File: src/logic/pdmc_defs.svh
`ifndef PDMC_DEFS_SVH
`define PDMC_DEFS_SVH
// Register indices on the plain register port.
`define PDMC_ADDR_PRIMARY   2'h0
`define PDMC_ADDR_SECONDARY 2'h1
`define PDMC_ADDR_MODE      2'h2
// Primary control register fields.
`define PDMC_P_STANDBY_SELECT   7
`define PDMC_P_WWS_HI 6
`define PDMC_P_WWS_LO 4
`define PDMC_P_LSS    3
`define PDMC_P_FIXED  3'h7
// Secondary control register fields.
`define PDMC_S_NSR    4
`define PDMC_S_DTS    3
`define PDMC_S_MSS    2
`define PDMC_S_DIV_HI 1
`define PDMC_S_DIV_LO 0
`define PDMC_S_FIXED  3'h7
// Settling wait lengths in states.
`define PDMC_WAIT_0   18'h02000
`define PDMC_WAIT_1   18'h04000
`define PDMC_WAIT_2   18'h08000
`define PDMC_WAIT_3   18'h10000
`define PDMC_WAIT_4   18'h20000
// Noise sampler divide ratios, as terminal counts.
`define PDMC_NS_SLOW  4'hF
`define PDMC_NS_FAST  4'h3
`endif

File: src/logic/pdmc_pkg.sv
package pdmc_pkg;
   // Operating modes, one-hot.
   typedef enum logic [7:0] {
      PDMC_HIGH    = 8'h01,
      PDMC_MEDIUM  = 8'h02,
      PDMC_SLEEP   = 8'h04,
      PDMC_STANDBY = 8'h08,
      PDMC_WATCH   = 8'h10,
      PDMC_SUBACT  = 8'h20,
      PDMC_SUBSLP  = 8'h40,
      PDMC_SETTLE  = 8'h80
   } pdmc_mode_t;

   // Wake sources grouped.
   typedef struct packed {
      logic [4:0] irq;
      logic [7:0] wkp;
      logic       tmr_a;
      logic       tmr_b;
      logic       tmr_c;
      logic       tmr_f;
      logic       tmr_g;
      logic [2:0] sci;
      logic       adc;
   } pdmc_wake_t;

   // Whole module state.
   typedef struct packed {
      pdmc_mode_t mode;
      logic       standby_select;
      logic [2:0] wws;
      logic       lss;
      logic       nsr;
      logic       dts;
      logic       mss;
      logic [1:0] div;
      logic [17:0] wait_cnt;
      logic       resume_med;
      logic [3:0] ns_cnt;
      logic       ns_tick;
      logic [7:0] rdata;
      logic       exc_start;
      logic       osc_run;
      logic       cpu_halt;
      logic       pwm_halt;
      logic       periph_halt;
      logic       port_hiz;
   } pdmc_state_t;
endpackage

File: src/logic/pdmc_ctrl.sv
// What this block does
// - Standby select clear: sleep from active, subsleep from subactive.
// - Standby select set: active goes standby or watch, subactive to watch.
// - Active, standby set, low speed and watch clear: enter standby, halt all.
// - Wake wait field picks 8192 to 131072 states; resets to zero.
// - Low speed select picks system clock or subclock after watch.
// - Primary bits 2..0 and secondary bits 7..5 read one, ignore writes.
// - Noise rate select samples watch clock at osc/16 or osc/4.
// - Direct transfer clear: normal low-power transitions only.
// - Direct transfer from high speed to medium speed or subactive.
// - Direct transfer from medium speed to high speed or subactive.
// - Direct transfer from subactive to active, speed by medium select.
// - Medium select picks active speed after standby, watch or sleep.
// - Subactive divider picks /8, /4, /2; frozen while subactive.
// - Active with standby and low speed clear enters sleep; PWM halts.
// - Sleep ends on any listed peripheral interrupt or reset.
// - Sleep wake starts exception handling in the chosen active speed.
// - Masked or disabled interrupts never wake sleep or standby.
// - Reset pin low resets and ends sleep.
// - Standby ends only on irq 0, 1, wakeup pins, or reset.
// - Standby wake restarts oscillator, waits, then resumes active.
// - Standby and watch select set from active or subactive: watch.
// - Subactive with standby clear, low speed and watch set: subsleep.
`timescale 1ns/1ns
`default_nettype none
`include "pdmc_defs.svh"
module pdmc_ctrl
   import pdmc_pkg::*;
(
   input  wire logic       clk,
   input  wire logic       reset_n,
   input  wire logic [1:0] reg_addr,
   input  wire logic [7:0] reg_wdata,
   input  wire logic       reg_wr,
   input  wire logic       reg_rd,
   output logic [7:0]      reg_rdata,
   input  wire logic       sleep_exec,
   input  wire logic       watch_sel,
   input  wire logic       int_mask,
   input  wire pdmc_wake_t wake_req,
   input  wire pdmc_wake_t wake_en,
   output pdmc_mode_t      mode,
   output logic [1:0]      sub_div,
   output logic            noise_tick,
   output logic            exc_start,
   output logic            osc_run,
   output logic            cpu_halt,
   output logic            pwm_halt,
   output logic            periph_halt,
   output logic            port_hiz
);

   pdmc_state_t st_ff;
   pdmc_state_t nxt_st;
   pdmc_wake_t  act;
   logic        any_sleep_wake;
   logic        any_stby_wake;
   logic        any_watch_wake;
   logic [17:0] wait_len;
   logic        dt_hi_med;
   logic        dt_med_hi;
   logic        dt_to_sub;
   logic        dt_sub_act;

   // Interrupts that are both requested and enabled.
   // mask gating
   assign act = (int_mask) ? '0 : (wake_req & wake_en);

   // Sleep wakes on any source.
   // sleep sources
   assign any_sleep_wake = |act;
   // Standby wakes only on the two lowest irq lines or wakeup pins.
   // standby sources
   assign any_stby_wake = act.irq[0] | act.irq[1] | (|act.wkp);
   // Watch wakes on timer A, irq 0 or wakeup pins.
   assign any_watch_wake = act.tmr_a | act.irq[0] | (|act.wkp);

   // Settling length decode.
   // wait decode
   always_comb begin
      case (st_ff.wws)
         3'h0:    wait_len = `PDMC_WAIT_0;
         3'h1:    wait_len = `PDMC_WAIT_1;
         3'h2:    wait_len = `PDMC_WAIT_2;
         3'h3:    wait_len = `PDMC_WAIT_3;
         default: wait_len = `PDMC_WAIT_4;
      endcase
   end

   // Direct transfer conditions.
   // high to medium
   assign dt_hi_med = st_ff.dts & ~st_ff.standby_select & st_ff.mss & ~st_ff.lss;
   assign dt_med_hi = st_ff.dts & ~st_ff.standby_select & ~st_ff.mss & ~st_ff.lss;
   assign dt_to_sub = st_ff.dts & st_ff.standby_select & watch_sel & st_ff.lss;
   assign dt_sub_act = st_ff.dts & st_ff.standby_select & watch_sel & ~st_ff.lss;

   // Next state of the whole controller.
   always_comb begin
      nxt_st = st_ff;
      nxt_st.exc_start = 1'b0;
      nxt_st.rdata = 8'h00;
      nxt_st.ns_tick = 1'b0;

      // Register writes; fixed bits are not stored.
      // fixed bits
      if (reg_wr && reg_addr == `PDMC_ADDR_PRIMARY) begin
         nxt_st.standby_select = reg_wdata[`PDMC_P_STANDBY_SELECT];
         nxt_st.wws  = reg_wdata[`PDMC_P_WWS_HI:`PDMC_P_WWS_LO];
         nxt_st.lss  = reg_wdata[`PDMC_P_LSS];
      end
      if (reg_wr && reg_addr == `PDMC_ADDR_SECONDARY) begin
         nxt_st.nsr = reg_wdata[`PDMC_S_NSR];
         nxt_st.dts = reg_wdata[`PDMC_S_DTS];
         nxt_st.mss = reg_wdata[`PDMC_S_MSS];
         if (st_ff.mode != PDMC_SUBACT) begin
            nxt_st.div = reg_wdata[`PDMC_S_DIV_HI:`PDMC_S_DIV_LO];
         end
      end

      // Read data, valid the cycle after the strobe.
      if (reg_rd) begin
         case (reg_addr)
            `PDMC_ADDR_PRIMARY:
               nxt_st.rdata = {st_ff.standby_select, st_ff.wws, st_ff.lss,
                               `PDMC_P_FIXED};
            `PDMC_ADDR_SECONDARY:
               nxt_st.rdata = {`PDMC_S_FIXED, st_ff.nsr, st_ff.dts,
                               st_ff.mss, st_ff.div};
            `PDMC_ADDR_MODE:
               nxt_st.rdata = st_ff.mode;
            default:
               nxt_st.rdata = 8'h00;
         endcase
      end

      // Noise sampling enable, oscillator divided by 16 or 4.
      // sampling rate
      if (st_ff.ns_cnt >= (st_ff.nsr ? `PDMC_NS_FAST : `PDMC_NS_SLOW)) begin
         nxt_st.ns_cnt  = 4'h0;
         nxt_st.ns_tick = 1'b1;
      end else begin
         nxt_st.ns_cnt = st_ff.ns_cnt + 4'h1;
      end

      // Mode sequencer.
      case (st_ff.mode)
         PDMC_HIGH, PDMC_MEDIUM: begin
            if (sleep_exec) begin
               if (st_ff.mode == PDMC_HIGH && dt_hi_med) begin
                  nxt_st.mode = PDMC_MEDIUM;
               end else if (st_ff.mode == PDMC_MEDIUM && dt_med_hi) begin
                  nxt_st.mode = PDMC_HIGH;
               end else if (dt_to_sub) begin
                  nxt_st.mode = PDMC_SUBACT;
               end else if (st_ff.standby_select && watch_sel) begin
                  nxt_st.mode = PDMC_WATCH;
               end else if (st_ff.standby_select && !st_ff.lss) begin
                  nxt_st.mode = PDMC_STANDBY;
               end else if (!st_ff.standby_select && !st_ff.lss) begin
                  nxt_st.mode = PDMC_SLEEP;
               end
            end
         end
         PDMC_SLEEP: begin
            if (any_sleep_wake) begin
               nxt_st.mode = st_ff.mss ? PDMC_MEDIUM : PDMC_HIGH;
               nxt_st.exc_start = 1'b1;
            end
         end
         PDMC_STANDBY: begin
            if (any_stby_wake) begin
               nxt_st.mode = PDMC_SETTLE;
               nxt_st.wait_cnt = wait_len;
               nxt_st.resume_med = st_ff.mss;
            end
         end
         PDMC_WATCH: begin
            if (any_watch_wake) begin
               if (st_ff.lss) begin
                  nxt_st.mode = PDMC_SUBACT;
                  nxt_st.exc_start = 1'b1;
               end else begin
                  nxt_st.mode = PDMC_SETTLE;
                  nxt_st.wait_cnt = wait_len;
                  nxt_st.resume_med = st_ff.mss;
               end
            end
         end
         PDMC_SETTLE: begin
            if (st_ff.wait_cnt <= 18'h00001) begin
               nxt_st.mode = st_ff.resume_med ? PDMC_MEDIUM : PDMC_HIGH;
               nxt_st.exc_start = 1'b1;
               nxt_st.wait_cnt = 18'h00000;
            end else begin
               nxt_st.wait_cnt = st_ff.wait_cnt - 18'h00001;
            end
         end
         PDMC_SUBACT: begin
            if (sleep_exec) begin
               if (dt_sub_act) begin
                  nxt_st.mode = st_ff.mss ? PDMC_MEDIUM : PDMC_HIGH;
               end else if (st_ff.standby_select && watch_sel) begin
                  nxt_st.mode = PDMC_WATCH;
               end else if (!st_ff.standby_select && st_ff.lss && watch_sel) begin
                  nxt_st.mode = PDMC_SUBSLP;
               end
            end
         end
         PDMC_SUBSLP: begin
            if (act.tmr_a | act.tmr_c | act.tmr_g | (|act.irq) |
                (|act.wkp)) begin
               nxt_st.mode = PDMC_SUBACT;
               nxt_st.exc_start = 1'b1;
            end
         end
         default: nxt_st.mode = PDMC_HIGH;
      endcase

      // Power-down effects of the coming mode.
      nxt_st.cpu_halt = (nxt_st.mode != PDMC_HIGH) &&
                        (nxt_st.mode != PDMC_MEDIUM) &&
                        (nxt_st.mode != PDMC_SUBACT);
      nxt_st.pwm_halt = (nxt_st.mode != PDMC_HIGH) &&
                        (nxt_st.mode != PDMC_MEDIUM);
      nxt_st.periph_halt = (nxt_st.mode == PDMC_STANDBY) ||
                           (nxt_st.mode == PDMC_SETTLE) ||
                           (nxt_st.mode == PDMC_WATCH);
      nxt_st.osc_run = (nxt_st.mode == PDMC_HIGH) ||
                       (nxt_st.mode == PDMC_MEDIUM) ||
                       (nxt_st.mode == PDMC_SLEEP) ||
                       (nxt_st.mode == PDMC_SETTLE);
      nxt_st.port_hiz = (nxt_st.mode == PDMC_STANDBY) ||
                        (nxt_st.mode == PDMC_SETTLE);
   end

   // State register; reset ends every low-power mode.
   // reset exit
   always_ff @(posedge clk or negedge reset_n) begin
      if (!reset_n) begin
         st_ff <= '{mode: PDMC_HIGH, osc_run: 1'b1, default: '0};
      end else begin
         st_ff <= nxt_st;
      end
   end

   assign reg_rdata   = st_ff.rdata;
   assign mode        = st_ff.mode;
   assign sub_div     = st_ff.div;
   assign noise_tick  = st_ff.ns_tick;
   assign exc_start   = st_ff.exc_start;
   assign osc_run     = st_ff.osc_run;
   assign cpu_halt    = st_ff.cpu_halt;
   assign pwm_halt    = st_ff.pwm_halt;
   assign periph_halt = st_ff.periph_halt;
   assign port_hiz    = st_ff.port_hiz;
endmodule
`default_nettype wire

File: config.mk
export PLATFORM = sky130hd
export DESIGN_NAME = pdmc_ctrl
export DESIGN_NICKNAME = d
export VERILOG_FILES = /design/src/logic/pdmc_pkg.sv /design/src/logic/pdmc_ctrl.sv
export VERILOG_INCLUDE_DIRS = /design/src /design/src/logic
export SDC_FILE = /design/constraint.sdc
export NUM_CORES = 1
export LEC_CHECK = 0
export ABC_CLOCK_PERIOD_IN_PS = 2590
export BUFFER_PORTS_ARGS = -buffer_cell sky130_fd_sc_hd__buf_2
export CELL_PAD_IN_SITES_DETAIL_PLACEMENT = 2
export CELL_PAD_IN_SITES_GLOBAL_PLACEMENT = 2
export CORE_UTILIZATION = 32
export CTS_CLUSTER_DIAMETER = 40
export CTS_CLUSTER_SIZE = 12
export DETAILED_ROUTE_END_ITERATION = 6
export PLACE_DENSITY = 0.8
export SLEW_MARGIN = 25
export SYNTH_ARGS = -nofsm -noshare
export SYNTH_HDL_FRONTEND = slang
export SYNTH_SLANG_ARGS = --single-unit
File: constraint.sdc
create_clock -name clk -period 2.59 [get_ports clk]
set_input_delay 0.3885 -clock clk [delete_from_list [all_inputs] [get_ports clk]]
set_output_delay 0.3885 -clock clk [all_outputs]
set_load 0.05 [all_outputs]
==> results of run 1 <==
## layout by cell type, fill, tap and decap left out, drive strengths merged, types with 8 or more instances in the layout
cell type  instances
inv               16
nor3              11
nor2b             11
a21oi             18
nor4               9
buf               94
dfrtp             54
nor2              45
nand3             10
o21ai             45
nand2             36
and2               8
mux2               8
a22oi             10
## cell usage after synthesis, types with 7 or more instances
library cell,instances,area (µm²)
sky130_fd_sc_hd__a21oi_1,18,90.1
sky130_fd_sc_hd__buf_4,19,143
sky130_fd_sc_hd__nand2_1,36,135
sky130_fd_sc_hd__o21ai_1,27,135
sky130_fd_sc_hd__mux2_2,8,90.1
sky130_fd_sc_hd__dfrtp_1,54,1350
sky130_fd_sc_hd__a22oi_1,10,75.1
sky130_fd_sc_hd__nor2b_1,11,68.8
sky130_fd_sc_hd__o21ai_0,17,85.1
sky130_fd_sc_hd__nor2_1,45,169
sky130_fd_sc_hd__nand3_1,9,45.0
sky130_fd_sc_hd__inv_1,16,60.1
sky130_fd_sc_hd__nand4_1,7,43.8
sky130_fd_sc_hd__nor3_1,8,40.0
sky130_fd_sc_hd__and2_1,7,43.8
sky130_fd_sc_hd__clkbuf_1,7,26.3
## final cells by class
class / count / area, µm² / area share [%]
Sequential cell: 56 / 1400 / 35.1
Inverter: 16 / 60.1 / 1.50
Multi-Input combinational cell: 282 / 1760 / 44.1
Clock buffer: 7 / 86.3 / 2.16
Tap cell: 136 / 170 / 4.26
Timing Repair Buffer: 94 / 505 / 12.7
Clock inverter: 1 / 7.51 / 0.188
## sequential cells by signal (all words and copies together) (netlist names)
name,count
exc_start,1
osc_run,1
cpu_halt,1
periph_halt,1
st_ff,31
pwm_halt,1
port_hiz,1
sub_div,2
mode,8
noise_tick,1
reg_rdata,8
## power breakdown
group          total, µW  internal, µW  leakage (µW)  switching, µW
Combinational       2090           740       0.00114           1350
Clock                522           219     0.0000445            303
Sequential          1480          1150      0.000723            331
Total               4090          2110       0.00190           1990
## kinds of logic (layout without fill, tap and decap cells)
kind of cell | after synthesis | after routing | share of synthesized area [%]
simple gates | 157 | 157 | 25.3
fa+ha+maj | 5 | 5 | 1.84
buf+inv | 46 | 118 | 7.31
mux | 10 | 10 | 3.23
xor+xnor | 3 | 3 | 0.771
compound gates | 107 | 107 | 20.3
flops | 56 | 56 | 41.2
## worst min-delay path by stage
stage                 start         to  slack (ps)  cells after the start
floorplan           reset_n   cpu_halt          90                      0
global placement    reset_n  exc_start         420                      2
detailed placement  reset_n  exc_start         430                      2
CTS                 reset_n  st_ff[40]          70                      2
global route        reset_n  st_ff[19]          80                      2
finish              reset_n  st_ff[19]          60                      2
## timing repair
| item | in CTS | in global routing |
|---|---|---|
| setup endpoints to repair | 0 | 1 |
| setup buffers | 0 | 0 |
| gates resized for setup | 0 | 1 |
## routing by layer
metal	up-vias	global-route usage, %
met5	-	0
li1	1498	-
met2	39	39.8
met1	1639	24.3
met4	0	6.14
met3	13	2.81
## critical path, cell delays in order, from the launching register on
cell	delay [ps]
sky130_fd_sc_hd__dfrtp_1	530
sky130_fd_sc_hd__nor4_4	430
sky130_fd_sc_hd__and4b_1	440
sky130_fd_sc_hd__nor2b_1	150
sky130_fd_sc_hd__and3b_1	240
sky130_fd_sc_hd__nor4_4	310
sky130_fd_sc_hd__nor2b_1	180
## stage by stage
stage          cell area [µm²]  setup slack [ps]  instances
2_1_floorplan             3410               590        384
3_3_place_gp              3890               183        584
6_report                  4000               231        592
5_1_grt                   4000              57.8        592
3_5_place_dp              3890               117        584
4_1_cts                   3990              89.7        592
==> impl_metrics.prom, run 1 <==
# TYPE chip_impl_metric gauge
chip_impl_metric{name="ff_to_ff_path_depth",unit=""} 6
chip_impl_metric{name="first_pass_grt_wire_length",unit="mm"} 18.4
chip_impl_info{name="run_status",value="complete, no violations"} 1
chip_impl_metric{name="maximum_number_of_pins_on_one_net_before_global_route_repair",unit=""} 57
chip_impl_metric{name="drt.antenna.violating_nets",unit=""} 0
chip_impl_metric{name="period_share",unit="%"} 91.1
chip_impl_metric{name="grt_antenna_before_repair",unit=""} 0
chip_impl_metric{name="via_count_of_the_first_global_routing_pass",unit=""} 3629
chip_impl_metric{name="std_cell_rows",unit=""} 37
chip_impl_info{name="critPathCaptureType",value="register"} 1
chip_impl_metric{name="synth_seq_area_share",unit="%"} 41.2
chip_impl_metric{name="grt.overflow.total",unit=""} 0
chip_impl_metric{name="finalHoldViolCount",unit=""} 0
chip_impl_metric{name="final_net_count",unit=""} 521
chip_impl_metric{name="cts_h_tree_depth",unit=""} 2
chip_impl_metric{name="route.layer.met1.wl",unit="mm"} 4.53
chip_impl_metric{name="chipHeight",unit="µm"} 105
chip_impl_metric{name="synth.net_count",unit=""} 450
chip_impl_metric{name="boundaryPins",unit=""} 86
chip_impl_metric{name="worst_ep_arrival_time",unit="ps"} 2610
chip_impl_info{name="hold_class",value="input port to async pin"} 1
chip_impl_metric{name="p_leak",unit="µW"} 0.00190
chip_impl_metric{name="synth_area_per_cell",unit="µm²"} 8.87
chip_impl_metric{name="finalHoldWorstSlack",unit="ps"} 61.4
chip_impl_metric{name="detailed_routed_wire_length_on_met3",unit="µm"} 247
chip_impl_metric{name="pwr_density_cell",unit="mW/mm²"} 1020
chip_impl_metric{name="yosys_register_bits",unit=""} 56
chip_impl_metric{name="cts_num_sinks",unit=""} 56
chip_impl_metric{name="r2r_setup_slack",unit="ps"} 230
chip_impl_metric{name="fin_tns_setup",unit="ps"} 0
chip_impl_info{name="r2r-start",value="mode[3]"} 1
chip_impl_info{name="worstSetupStartpoint",value="mode[3]"} 1
chip_impl_metric{name="postCtsHoldBufs",unit=""} 0
chip_impl_metric{name="post-route-drc-count",unit=""} 0
chip_impl_metric{name="n_fill_cell",unit=""} 1208
chip_impl_metric{name="worst_slew_margin_rel",unit="%"} 51.1
chip_impl_metric{name="floorplan.die_area",unit="mm²"} 0.0111
chip_impl_metric{name="drv.max_cap_violation_count",unit=""} 0
chip_impl_info{name="cts_tree",value="built"} 1
chip_impl_metric{name="finalWirelength",unit="mm"} 10.9
chip_impl_metric{name="vias",unit=""} 3189
chip_impl_metric{name="maximum_root_to_sink_buffer_count",unit=""} 2
chip_impl_metric{name="avgViaCountPerCell",unit=""} 5.39
chip_impl_metric{name="final_worst_path_period_need",unit="ps"} 2360
chip_impl_metric{name="initial_cell_density_of_the_core",unit="%"} 33.0
chip_impl_metric{name="power.ir.vdd_worst",unit="mV"} 0.406
chip_impl_info{name="unrepaired_setup_endpoints_after_global_routing",value="false"} 1
chip_impl_metric{name="drt_pass1_iterations",unit=""} 4
chip_impl_metric{name="dp_hpwl",unit="mm"} 8.64
chip_impl_metric{name="drt-wirelength-per-cell",unit="µm"} 18.5
chip_impl_metric{name="cts_made_buffers",unit=""} 5
chip_impl_metric{name="grtUsageTotal",unit="%"} 21.0
chip_impl_metric{name="synthesis.instances",unit=""} 384
chip_impl_metric{name="synth.lib_cells_used.distinct",unit=""} 60
chip_impl_metric{name="async_reset_ff_share",unit="%"} 100
chip_impl_metric{name="cp_data_required_time",unit="ps"} 2840
chip_impl_info{name="timing.setup.critical_path_class",value="register to register"} 1
chip_impl_metric{name="fin_worst_skew",unit="ps"} 8.23
chip_impl_info{name="worst_setup_path_start_kind",value="register"} 1
chip_impl_metric{name="insertedDiodeCount",unit=""} 0
chip_impl_info{name="timing.critical_path.to",value="cpu_halt"} 1
chip_impl_metric{name="maxSlewViolCount",unit=""} 0
chip_impl_metric{name="finalSetupViolCount",unit=""} 0
chip_impl_metric{name="clock_insertion_delay_worst_skew",unit="ps"} 320
chip_impl_metric{name="yosysWarnings",unit=""} 0
chip_impl_metric{name="portBuffers",unit=""} 85
chip_impl_metric{name="gpl.final_weighted_congestion",unit=""} 0.795
chip_impl_metric{name="met2WireLength",unit="mm"} 5.98
chip_impl_info{name="cts-root-buf",value="sky130_fd_sc_hd__clkbuf_8"} 1
chip_impl_metric{name="post-route-util",unit="%"} 38.7
chip_impl_metric{name="achievable-frequency",unit="GHz"} 0.424
chip_impl_metric{name="syn-cell-area",unit="mm²"} 0.00341
chip_impl_metric{name="die-width",unit="µm"} 105
chip_impl_info{name="top_layer",value="met4"} 1
chip_impl_metric{name="synthToLayoutAreaGrowth",unit="%"} 17.3
chip_impl_metric{name="layout-drive-gt1-share",unit="%"} 27.4
chip_impl_metric{name="core_area",unit="mm²"} 0.0103
chip_impl_metric{name="max_slew.worst_pin.slew",unit="ps"} 732
chip_impl_metric{name="path_clk_slew",unit="ps"} 100
chip_impl_info{name="timing.rr.end",value="cpu_halt"} 1
chip_impl_metric{name="drt_iter0_drc",unit=""} 80
chip_impl_metric{name="cp_max_fo",unit=""} 8
chip_impl_metric{name="power.total",unit="µW"} 4090
chip_impl_info{name="ys.flop_type",value="sky130_fd_sc_hd__dfrtp_1"} 1
chip_impl_metric{name="synth-edff-count",unit=""} 0
Note: power is estimated with default switching activity, not from simulation.
==> run 2, diff against run 1 <==
==> constraint.sdc (replaced) <==
create_clock -name clk -period 2.59 [get_ports clk]
set_input_delay 0.259 -clock clk [delete_from_list [all_inputs] [get_ports clk]]
set_output_delay 0.259 -clock clk [all_outputs]
set_load 0.05 [all_outputs]
==> impl_metrics.prom, run 2 (synthesis results as in run 1) <==
# TYPE chip_impl_metric gauge
chip_impl_metric{name="first_pass_grt_wire_length",unit="mm"} 18.7
chip_impl_metric{name="via_count_of_the_first_global_routing_pass",unit=""} 3592
chip_impl_metric{name="cts_h_tree_depth",unit=""} 2
chip_impl_metric{name="insertedDiodeCount",unit=""} 0
chip_impl_metric{name="clock_insertion_delay_worst_skew",unit="ps"} 320
chip_impl_metric{name="post-route-drc-count",unit=""} 0
chip_impl_metric{name="finalWirelength",unit="mm"} 11.1
chip_impl_metric{name="dp_hpwl",unit="mm"} 8.55
chip_impl_metric{name="path_clk_slew",unit="ps"} 110
chip_impl_metric{name="detailed_place.area",unit="mm²"} 0.00390
chip_impl_metric{name="design_area",unit="mm²"} 0.00400
chip_impl_metric{name="largest_reg_flops",unit=""} 31
chip_impl_metric{name="portBuffers",unit=""} 85
chip_impl_info{name="largest-register",value="st_ff"} 1
chip_impl_metric{name="period_share",unit="%"} 93.4
chip_impl_info{name="worst_setup_path_start_kind",value="register"} 1
chip_impl_metric{name="die-width",unit="µm"} 105
chip_impl_metric{name="cts_made_buffers",unit=""} 5
chip_impl_metric{name="gpl.final_weighted_congestion",unit=""} 0.841
chip_impl_metric{name="multi_input_comb_area",unit="mm²"} 0.00175
chip_impl_metric{name="core_area",unit="mm²"} 0.0103
chip_impl_info{name="critPathCaptureType",value="register"} 1
chip_impl_metric{name="grtUsageTotal",unit="%"} 21.3
chip_impl_metric{name="drt_pass1_iterations",unit=""} 4
chip_impl_metric{name="fin_tns_setup",unit="ps"} 0
chip_impl_metric{name="finalHoldWorstSlack",unit="ps"} 152
chip_impl_info{name="unrepaired_setup_endpoints_after_global_routing",value="false"} 1
chip_impl_metric{name="avgViaCountPerCell",unit=""} 5.36
chip_impl_metric{name="boundaryPins",unit=""} 86
chip_impl_metric{name="max_slew.worst_pin.slew",unit="ps"} 687
chip_impl_metric{name="drt_iter0_drc",unit=""} 79
chip_impl_metric{name="place.detailed.instances",unit=""} 585
chip_impl_metric{name="final_net_count",unit=""} 523
chip_impl_info{name="mostFrequentLayoutCells",value="sky130_fd_sc_hd__buf_2 (85), sky130_fd_sc_hd__dfrtp_1 (54), sky130_fd_sc_hd__nor2_1 (45), sky130_fd_sc_hd__nand2_1 (36), sky130_fd_sc_hd__o21ai_1 (27)"} 1
chip_impl_metric{name="maximum_number_of_pins_on_one_net_before_global_route_repair",unit=""} 57
chip_impl_metric{name="final_worst_path_period_need",unit="ps"} 2420
chip_impl_info{name="cts-root-buf",value="sky130_fd_sc_hd__clkbuf_8"} 1
chip_impl_metric{name="grt.overflow.total",unit=""} 0
chip_impl_metric{name="n_fill_cell",unit=""} 1178
chip_impl_metric{name="pwr_density_cell",unit="mW/mm²"} 1030
chip_impl_metric{name="drt-wirelength-per-cell",unit="µm"} 18.6
chip_impl_info{name="hold_class",value="input port to register"} 1
chip_impl_metric{name="cts_num_sinks",unit=""} 56
chip_impl_metric{name="std_cell_rows",unit=""} 37
chip_impl_info{name="run_status",value="complete, no violations"} 1
chip_impl_metric{name="worst_hold_path_cells",unit=""} 3
chip_impl_metric{name="chipHeight",unit="µm"} 105
chip_impl_metric{name="vias",unit=""} 3183
chip_impl_info{name="layout_commonest_cell",value="sky130_fd_sc_hd__buf_2"} 1
chip_impl_metric{name="initial_cell_density_of_the_core",unit="%"} 33.0
chip_impl_metric{name="drv.max_cap_violation_count",unit=""} 0
chip_impl_metric{name="power.ir.vdd_worst",unit="mV"} 0.529
chip_impl_metric{name="cp_data_required_time",unit="ps"} 2820
chip_impl_metric{name="grt_antenna_before_repair",unit=""} 0
chip_impl_metric{name="p_leak",unit="µW"} 0.00191
chip_impl_metric{name="fin_worst_skew",unit="ps"} 11.6
chip_impl_metric{name="drt.antenna.violating_nets",unit=""} 0
chip_impl_metric{name="layout-drive-gt1-share",unit="%"} 27.5
chip_impl_metric{name="floorplan.die_area",unit="mm²"} 0.0111
chip_impl_metric{name="layout.cells.non_filler",unit=""} 594
chip_impl_metric{name="synthToLayoutAreaGrowth",unit="%"} 17.4
chip_impl_metric{name="worst_slew_margin_rel",unit="%"} 53.9
chip_impl_info{name="timing.setup.critical_path_class",value="register to register"} 1
chip_impl_metric{name="finalHoldViolCount",unit=""} 0
chip_impl_metric{name="maximum_root_to_sink_buffer_count",unit=""} 2
chip_impl_info{name="cts_tree",value="built"} 1
chip_impl_metric{name="ff_to_ff_path_depth",unit=""} 6
chip_impl_metric{name="cp_max_fo",unit=""} 8
chip_impl_metric{name="achievable-frequency",unit="GHz"} 0.413
chip_impl_metric{name="worst_ep_arrival_time",unit="ps"} 2650
chip_impl_metric{name="finalSetupViolCount",unit=""} 0
chip_impl_metric{name="maxSlewViolCount",unit=""} 0
chip_impl_metric{name="final-seq-area",unit="mm²"} 0.00140
-- run 2: cell count changes in the layout (fill, tap and decap cells not counted) --
cell | before | now
sky130_fd_sc_hd__buf_4 | 8 | 9
sky130_fd_sc_hd__clkbuf_1 | 1 | 0
sky130_fd_sc_hd__clkbuf_8 | 6 | 5
sky130_fd_sc_hd__clkinv_2 | 0 | 1
sky130_fd_sc_hd__dlygate4sd3_1 | 0 | 1
sky130_fd_sc_hd__inv_6 | 0 | 1
sky130_fd_sc_hd__o41ai_1 | 4 | 5
sky130_fd_sc_hd__o41ai_2 | 1 | 0
-- run 2: power by group --
| part | internal [µW] | switching, µW |
|---|---|---|
| clock network | 193 | 314 |
| logic | 766 | 1370 |
| registers | 1150 | 324 |
| total | 2110 | 2010 |
-- run 2: layout make-up --
class | count | share of cell area, %
Timing Repair Buffer | 96 | 13.1
Tap cell | 136 | 4.25
Multi-Input combinational cell | 282 | 43.8
Sequential cell | 56 | 35.1
Inverter | 16 | 1.50
Clock buffer | 5 | 1.72
Clock inverter | 3 | 0.532
-- run 2: routing by layer --
layer / track usage (%) / wire length [µm] / part of all wire (%)
met3: 2.74 / 210 / 1.9
met4: 6.74 / 231 / 2.1
met2: 40.5 / 6120 / 55
met5: 0 / 0 / 0
met1: 24.3 / 4490 / 41
-- run 2: critical path, stage by stage (launching register included) --
cell and delay, ps:
sky130_fd_sc_hd__dfrtp_1 520, sky130_fd_sc_hd__nor4_4 460, sky130_fd_sc_hd__and4b_1 460, sky130_fd_sc_hd__nor2b_1 140, sky130_fd_sc_hd__and3b_1 250, sky130_fd_sc_hd__nor4_4 330
sky130_fd_sc_hd__nand3b_1 170
-- run 2: path summary, 6_finish.rpt --
check	start	endpoint	slack, ps
setup / recovery	mode[2]	osc_run	170
hold / removal	reg_wdata[3]	st_ff[43]	150
setup reg to reg	mode[2]	osc_run	170
hold reg to reg	st_ff[15]	st_ff[15]	470
max in group asynchronous	reset_n	osc_run	1800
min in group asynchronous	reset_n	mode[1]	480
-- run 2: per-stage QoR --
| stage | worst slack (ps) | utilization (%) | total power [µW] |
|---|---|---|---|
| finish | 170 | 38.8 | 4120 |
| global route | 12.1 | 38.8 | 4450 |
| CTS | 153 | 38.8 | 4170 |
| detailed placement | 191 | 37.8 | 3640 |
| global placement | 252 | 37.8 | 3530 |
| floorplan | 590 | - | 3010 |
-- run 2: repair_timing --
action / 4_1_cts / 5_1_grt
resized for setup: 0 / 0
hold buffers: 1 / 0
buffers inserted: 0 / 0
hold endpoints to repair: 54 / 0
==> run 3, diff against run 2 <==
--- a/config.mk
+++ b/config.mk
@@ -6,7 +6,7 @@
 export SDC_FILE = /design/constraint.sdc
 export NUM_CORES = 1
 export LEC_CHECK = 0
-export ABC_CLOCK_PERIOD_IN_PS = 2590
+export ABC_CLOCK_PERIOD_IN_PS = 2600
 export BUFFER_PORTS_ARGS = -buffer_cell sky130_fd_sc_hd__buf_2
 export CELL_PAD_IN_SITES_DETAIL_PLACEMENT = 2
 export CELL_PAD_IN_SITES_GLOBAL_PLACEMENT = 2
==> constraint.sdc (replaced) <==
create_clock -name clk -period 2.6 [get_ports clk]
set_input_delay 0.26 -clock clk [delete_from_list [all_inputs] [get_ports clk]]
set_output_delay 0.26 -clock clk [all_outputs]
set_load 0.05 [all_outputs]
==> impl_metrics.prom, run 3 (synthesis results as in run 1) <==
# TYPE chip_impl_metric gauge
chip_impl_info{name="run_status",value="complete, no violations"} 1
chip_impl_metric{name="synthToLayoutAreaGrowth",unit="%"} 17.8
chip_impl_info{name="cts_tree",value="built"} 1
chip_impl_metric{name="drt.antenna.violating_nets",unit=""} 0
chip_impl_metric{name="avgViaCountPerCell",unit=""} 5.38
chip_impl_metric{name="post-route-drc-count",unit=""} 0
chip_impl_info{name="timing.setup.critical_path_class",value="register to register"} 1
chip_impl_metric{name="dp_hpwl",unit="mm"} 8.46
chip_impl_metric{name="ff_to_ff_path_depth",unit=""} 6
chip_impl_metric{name="finalHoldViolCount",unit=""} 0
chip_impl_metric{name="achievable-frequency",unit="GHz"} 0.416
chip_impl_metric{name="worst_ep_arrival_time",unit="ps"} 2620
chip_impl_info{name="largest-register",value="st_ff"} 1
chip_impl_metric{name="initial_cell_density_of_the_core",unit="%"} 33.0
chip_impl_metric{name="gpl.final_weighted_congestion",unit=""} 0.848
chip_impl_metric{name="vias",unit=""} 3195
chip_impl_metric{name="core_area",unit="mm²"} 0.0103
chip_impl_metric{name="layout-drive-gt1-share",unit="%"} 27.9
chip_impl_metric{name="cts_num_sinks",unit=""} 56
chip_impl_metric{name="final_net_count",unit=""} 523
chip_impl_metric{name="insertedDiodeCount",unit=""} 0
chip_impl_metric{name="grt.overflow.total",unit=""} 0
chip_impl_metric{name="fin_tns_setup",unit="ps"} 0
chip_impl_metric{name="grt_antenna_before_repair",unit=""} 0
chip_impl_metric{name="die-width",unit="µm"} 105
chip_impl_metric{name="via_count_of_the_first_global_routing_pass",unit=""} 3527
chip_impl_metric{name="finalWirelength",unit="mm"} 10.9
chip_impl_metric{name="max_slew.worst_pin.slew",unit="ps"} 789
chip_impl_info{name="unrepaired_setup_endpoints_after_global_routing",value="false"} 1
chip_impl_metric{name="maximum_number_of_pins_on_one_net_before_global_route_repair",unit=""} 33
chip_impl_metric{name="postCtsHoldBufs",unit=""} 0
chip_impl_metric{name="chipHeight",unit="µm"} 105
chip_impl_metric{name="power.ir.vdd_worst",unit="mV"} 0.458
chip_impl_info{name="crit_slowest_cell",value="sky130_fd_sc_hd__nor4_4"} 1
chip_impl_metric{name="cpPeakStageDelay",unit="ps"} 510
chip_impl_metric{name="portBuffers",unit=""} 85
chip_impl_metric{name="fin_worst_skew",unit="ps"} 13.0
chip_impl_info{name="worst_setup_path_start_kind",value="register"} 1
chip_impl_metric{name="final_worst_path_period_need",unit="ps"} 2400
chip_impl_info{name="r2r-start",value="mode[1]"} 1
chip_impl_metric{name="cp_data_required_time",unit="ps"} 2810
chip_impl_metric{name="std_cell_rows",unit=""} 37
chip_impl_metric{name="path_clk_slew",unit="ps"} 120
chip_impl_metric{name="period_share",unit="%"} 92.5
chip_impl_metric{name="post-route-util",unit="%"} 38.9
chip_impl_info{name="cts-root-buf",value="sky130_fd_sc_hd__clkbuf_8"} 1
chip_impl_metric{name="p_leak",unit="µW"} 0.00191
chip_impl_metric{name="boundaryPins",unit=""} 86
chip_impl_metric{name="drt_pass1_iterations",unit=""} 4
chip_impl_metric{name="grtUsageTotal",unit="%"} 20.8
chip_impl_metric{name="floorplan.die_area",unit="mm²"} 0.0111
chip_impl_metric{name="cts_h_tree_depth",unit=""} 2
chip_impl_metric{name="r2r_setup_slack",unit="ps"} 200
chip_impl_metric{name="finalSetupViolCount",unit=""} 0
chip_impl_info{name="critical-path-top-cell-by-count",value="sky130_fd_sc_hd__o41ai_1"} 1
chip_impl_metric{name="drv.max_cap_violation_count",unit=""} 0
chip_impl_info{name="mostFrequentLayoutCells",value="sky130_fd_sc_hd__buf_2 (85), sky130_fd_sc_hd__dfrtp_1 (54), sky130_fd_sc_hd__nor2_1 (45), sky130_fd_sc_hd__nand2_1 (36), sky130_fd_sc_hd__o21ai_1 (27)"} 1
chip_impl_metric{name="maximum_root_to_sink_buffer_count",unit=""} 2
chip_impl_info{name="critical_path.cell_chain",value="nor4_4 > nand2_1 > o41ai_1 > a311o_2 > o21ai_1 > o41ai_1"} 1
chip_impl_info{name="layout_commonest_cell",value="sky130_fd_sc_hd__buf_2"} 1
chip_impl_metric{name="clock_insertion_delay_worst_skew",unit="ps"} 320
chip_impl_info{name="critPathCaptureType",value="register"} 1
chip_impl_info{name="timing.rr.end",value="st_ff[32]"} 1
chip_impl_metric{name="cp_max_fo",unit=""} 23
chip_impl_metric{name="drt_iter0_drc",unit=""} 97
chip_impl_metric{name="cts_made_buffers",unit=""} 5
chip_impl_metric{name="first_pass_grt_wire_length",unit="mm"} 18.3
chip_impl_info{name="hold_class",value="input port to async pin"} 1
chip_impl_metric{name="maxSlewViolCount",unit=""} 0
chip_impl_metric{name="drt-wirelength-per-cell",unit="µm"} 18.3
chip_impl_metric{name="worst_slew_margin_rel",unit="%"} 47.4
chip_impl_metric{name="pwr_density_cell",unit="mW/mm²"} 1050
chip_impl_metric{name="largest_reg_flops",unit=""} 31
## run 3: metrics by stage
| stage | power, µW | setup WS, ps | instances | hold slack (ps) | cell area (µm²) |
|---|---|---|---|---|---|
| finish | 4200 | 196 | 594 | 1.48 | 4010 |
| global route | 4510 | 33.4 | 594 | 47.4 | 4010 |
| CTS | 4250 | 145 | 594 | 31.3 | 4010 |
| detailed placement | 3600 | 223 | 586 | 393 | 3900 |
| global placement | 3510 | 262 | 586 | 383 | 3900 |
| floorplan | 3000 | 600 | 384 | -35.6 | 3410 |
## run 3: power by group
part           total [µW]  switching [µW]  internal, µW
clock                 613             322           291
sequential           1470             325          1140
combinational        2110            1350           761
total                4200            2000          2200
## run 3: critical path: cells and delay by family (launching register included)
kind,cells,cell delay [ps]
and+or+nand+nor,2,610
AOI/OAI and AO/OA,4,1180
DFF,1,490
## run 3: layout make-up
class                   instances  area (µm²)
clock buffers                   5        68.8
clock inverters                 3        47.5
fillers                      1158        6310
inverters                      16        60.1
multi-input cells             282        1760
flip-flops and latches         56        1400
well taps                     136         170
repair buffers                 96         508
## run 3: layer usage
metal | part of all wire, % | vias up | GRT usage, %
met5 | 0 | - | 0
met1 | 42 | 1622 | 24.3
li1 | - | 1518 | -
met2 | 54 | 42 | 39.1
met3 | 2.4 | 13 | 3.24
met4 | 1.4 | 0 | 5.43
## run 3: worst max-delay path by stage
| stage | from | endpoint | slack (ps) | cells past startpoint |
|---|---|---|---|---|
| detailed placement | mode[2] | osc_run | 220 | 6 |
| global route | mode[1] | st_ff[27] | 30 | 6 |
| finish | mode[1] | st_ff[32] | 200 | 6 |
| global placement | mode[2] | osc_run | 260 | 6 |
| CTS | mode[2] | osc_run | 140 | 6 |
| floorplan | mode[1] | st_ff[25] | 600 | 7 |
## run 3: what timing repair did
action / in CTS / in global routing
endpoints found under the setup margin: 0 / 1
buffers inserted: 0 / 0
gates resized for setup: 0 / 1
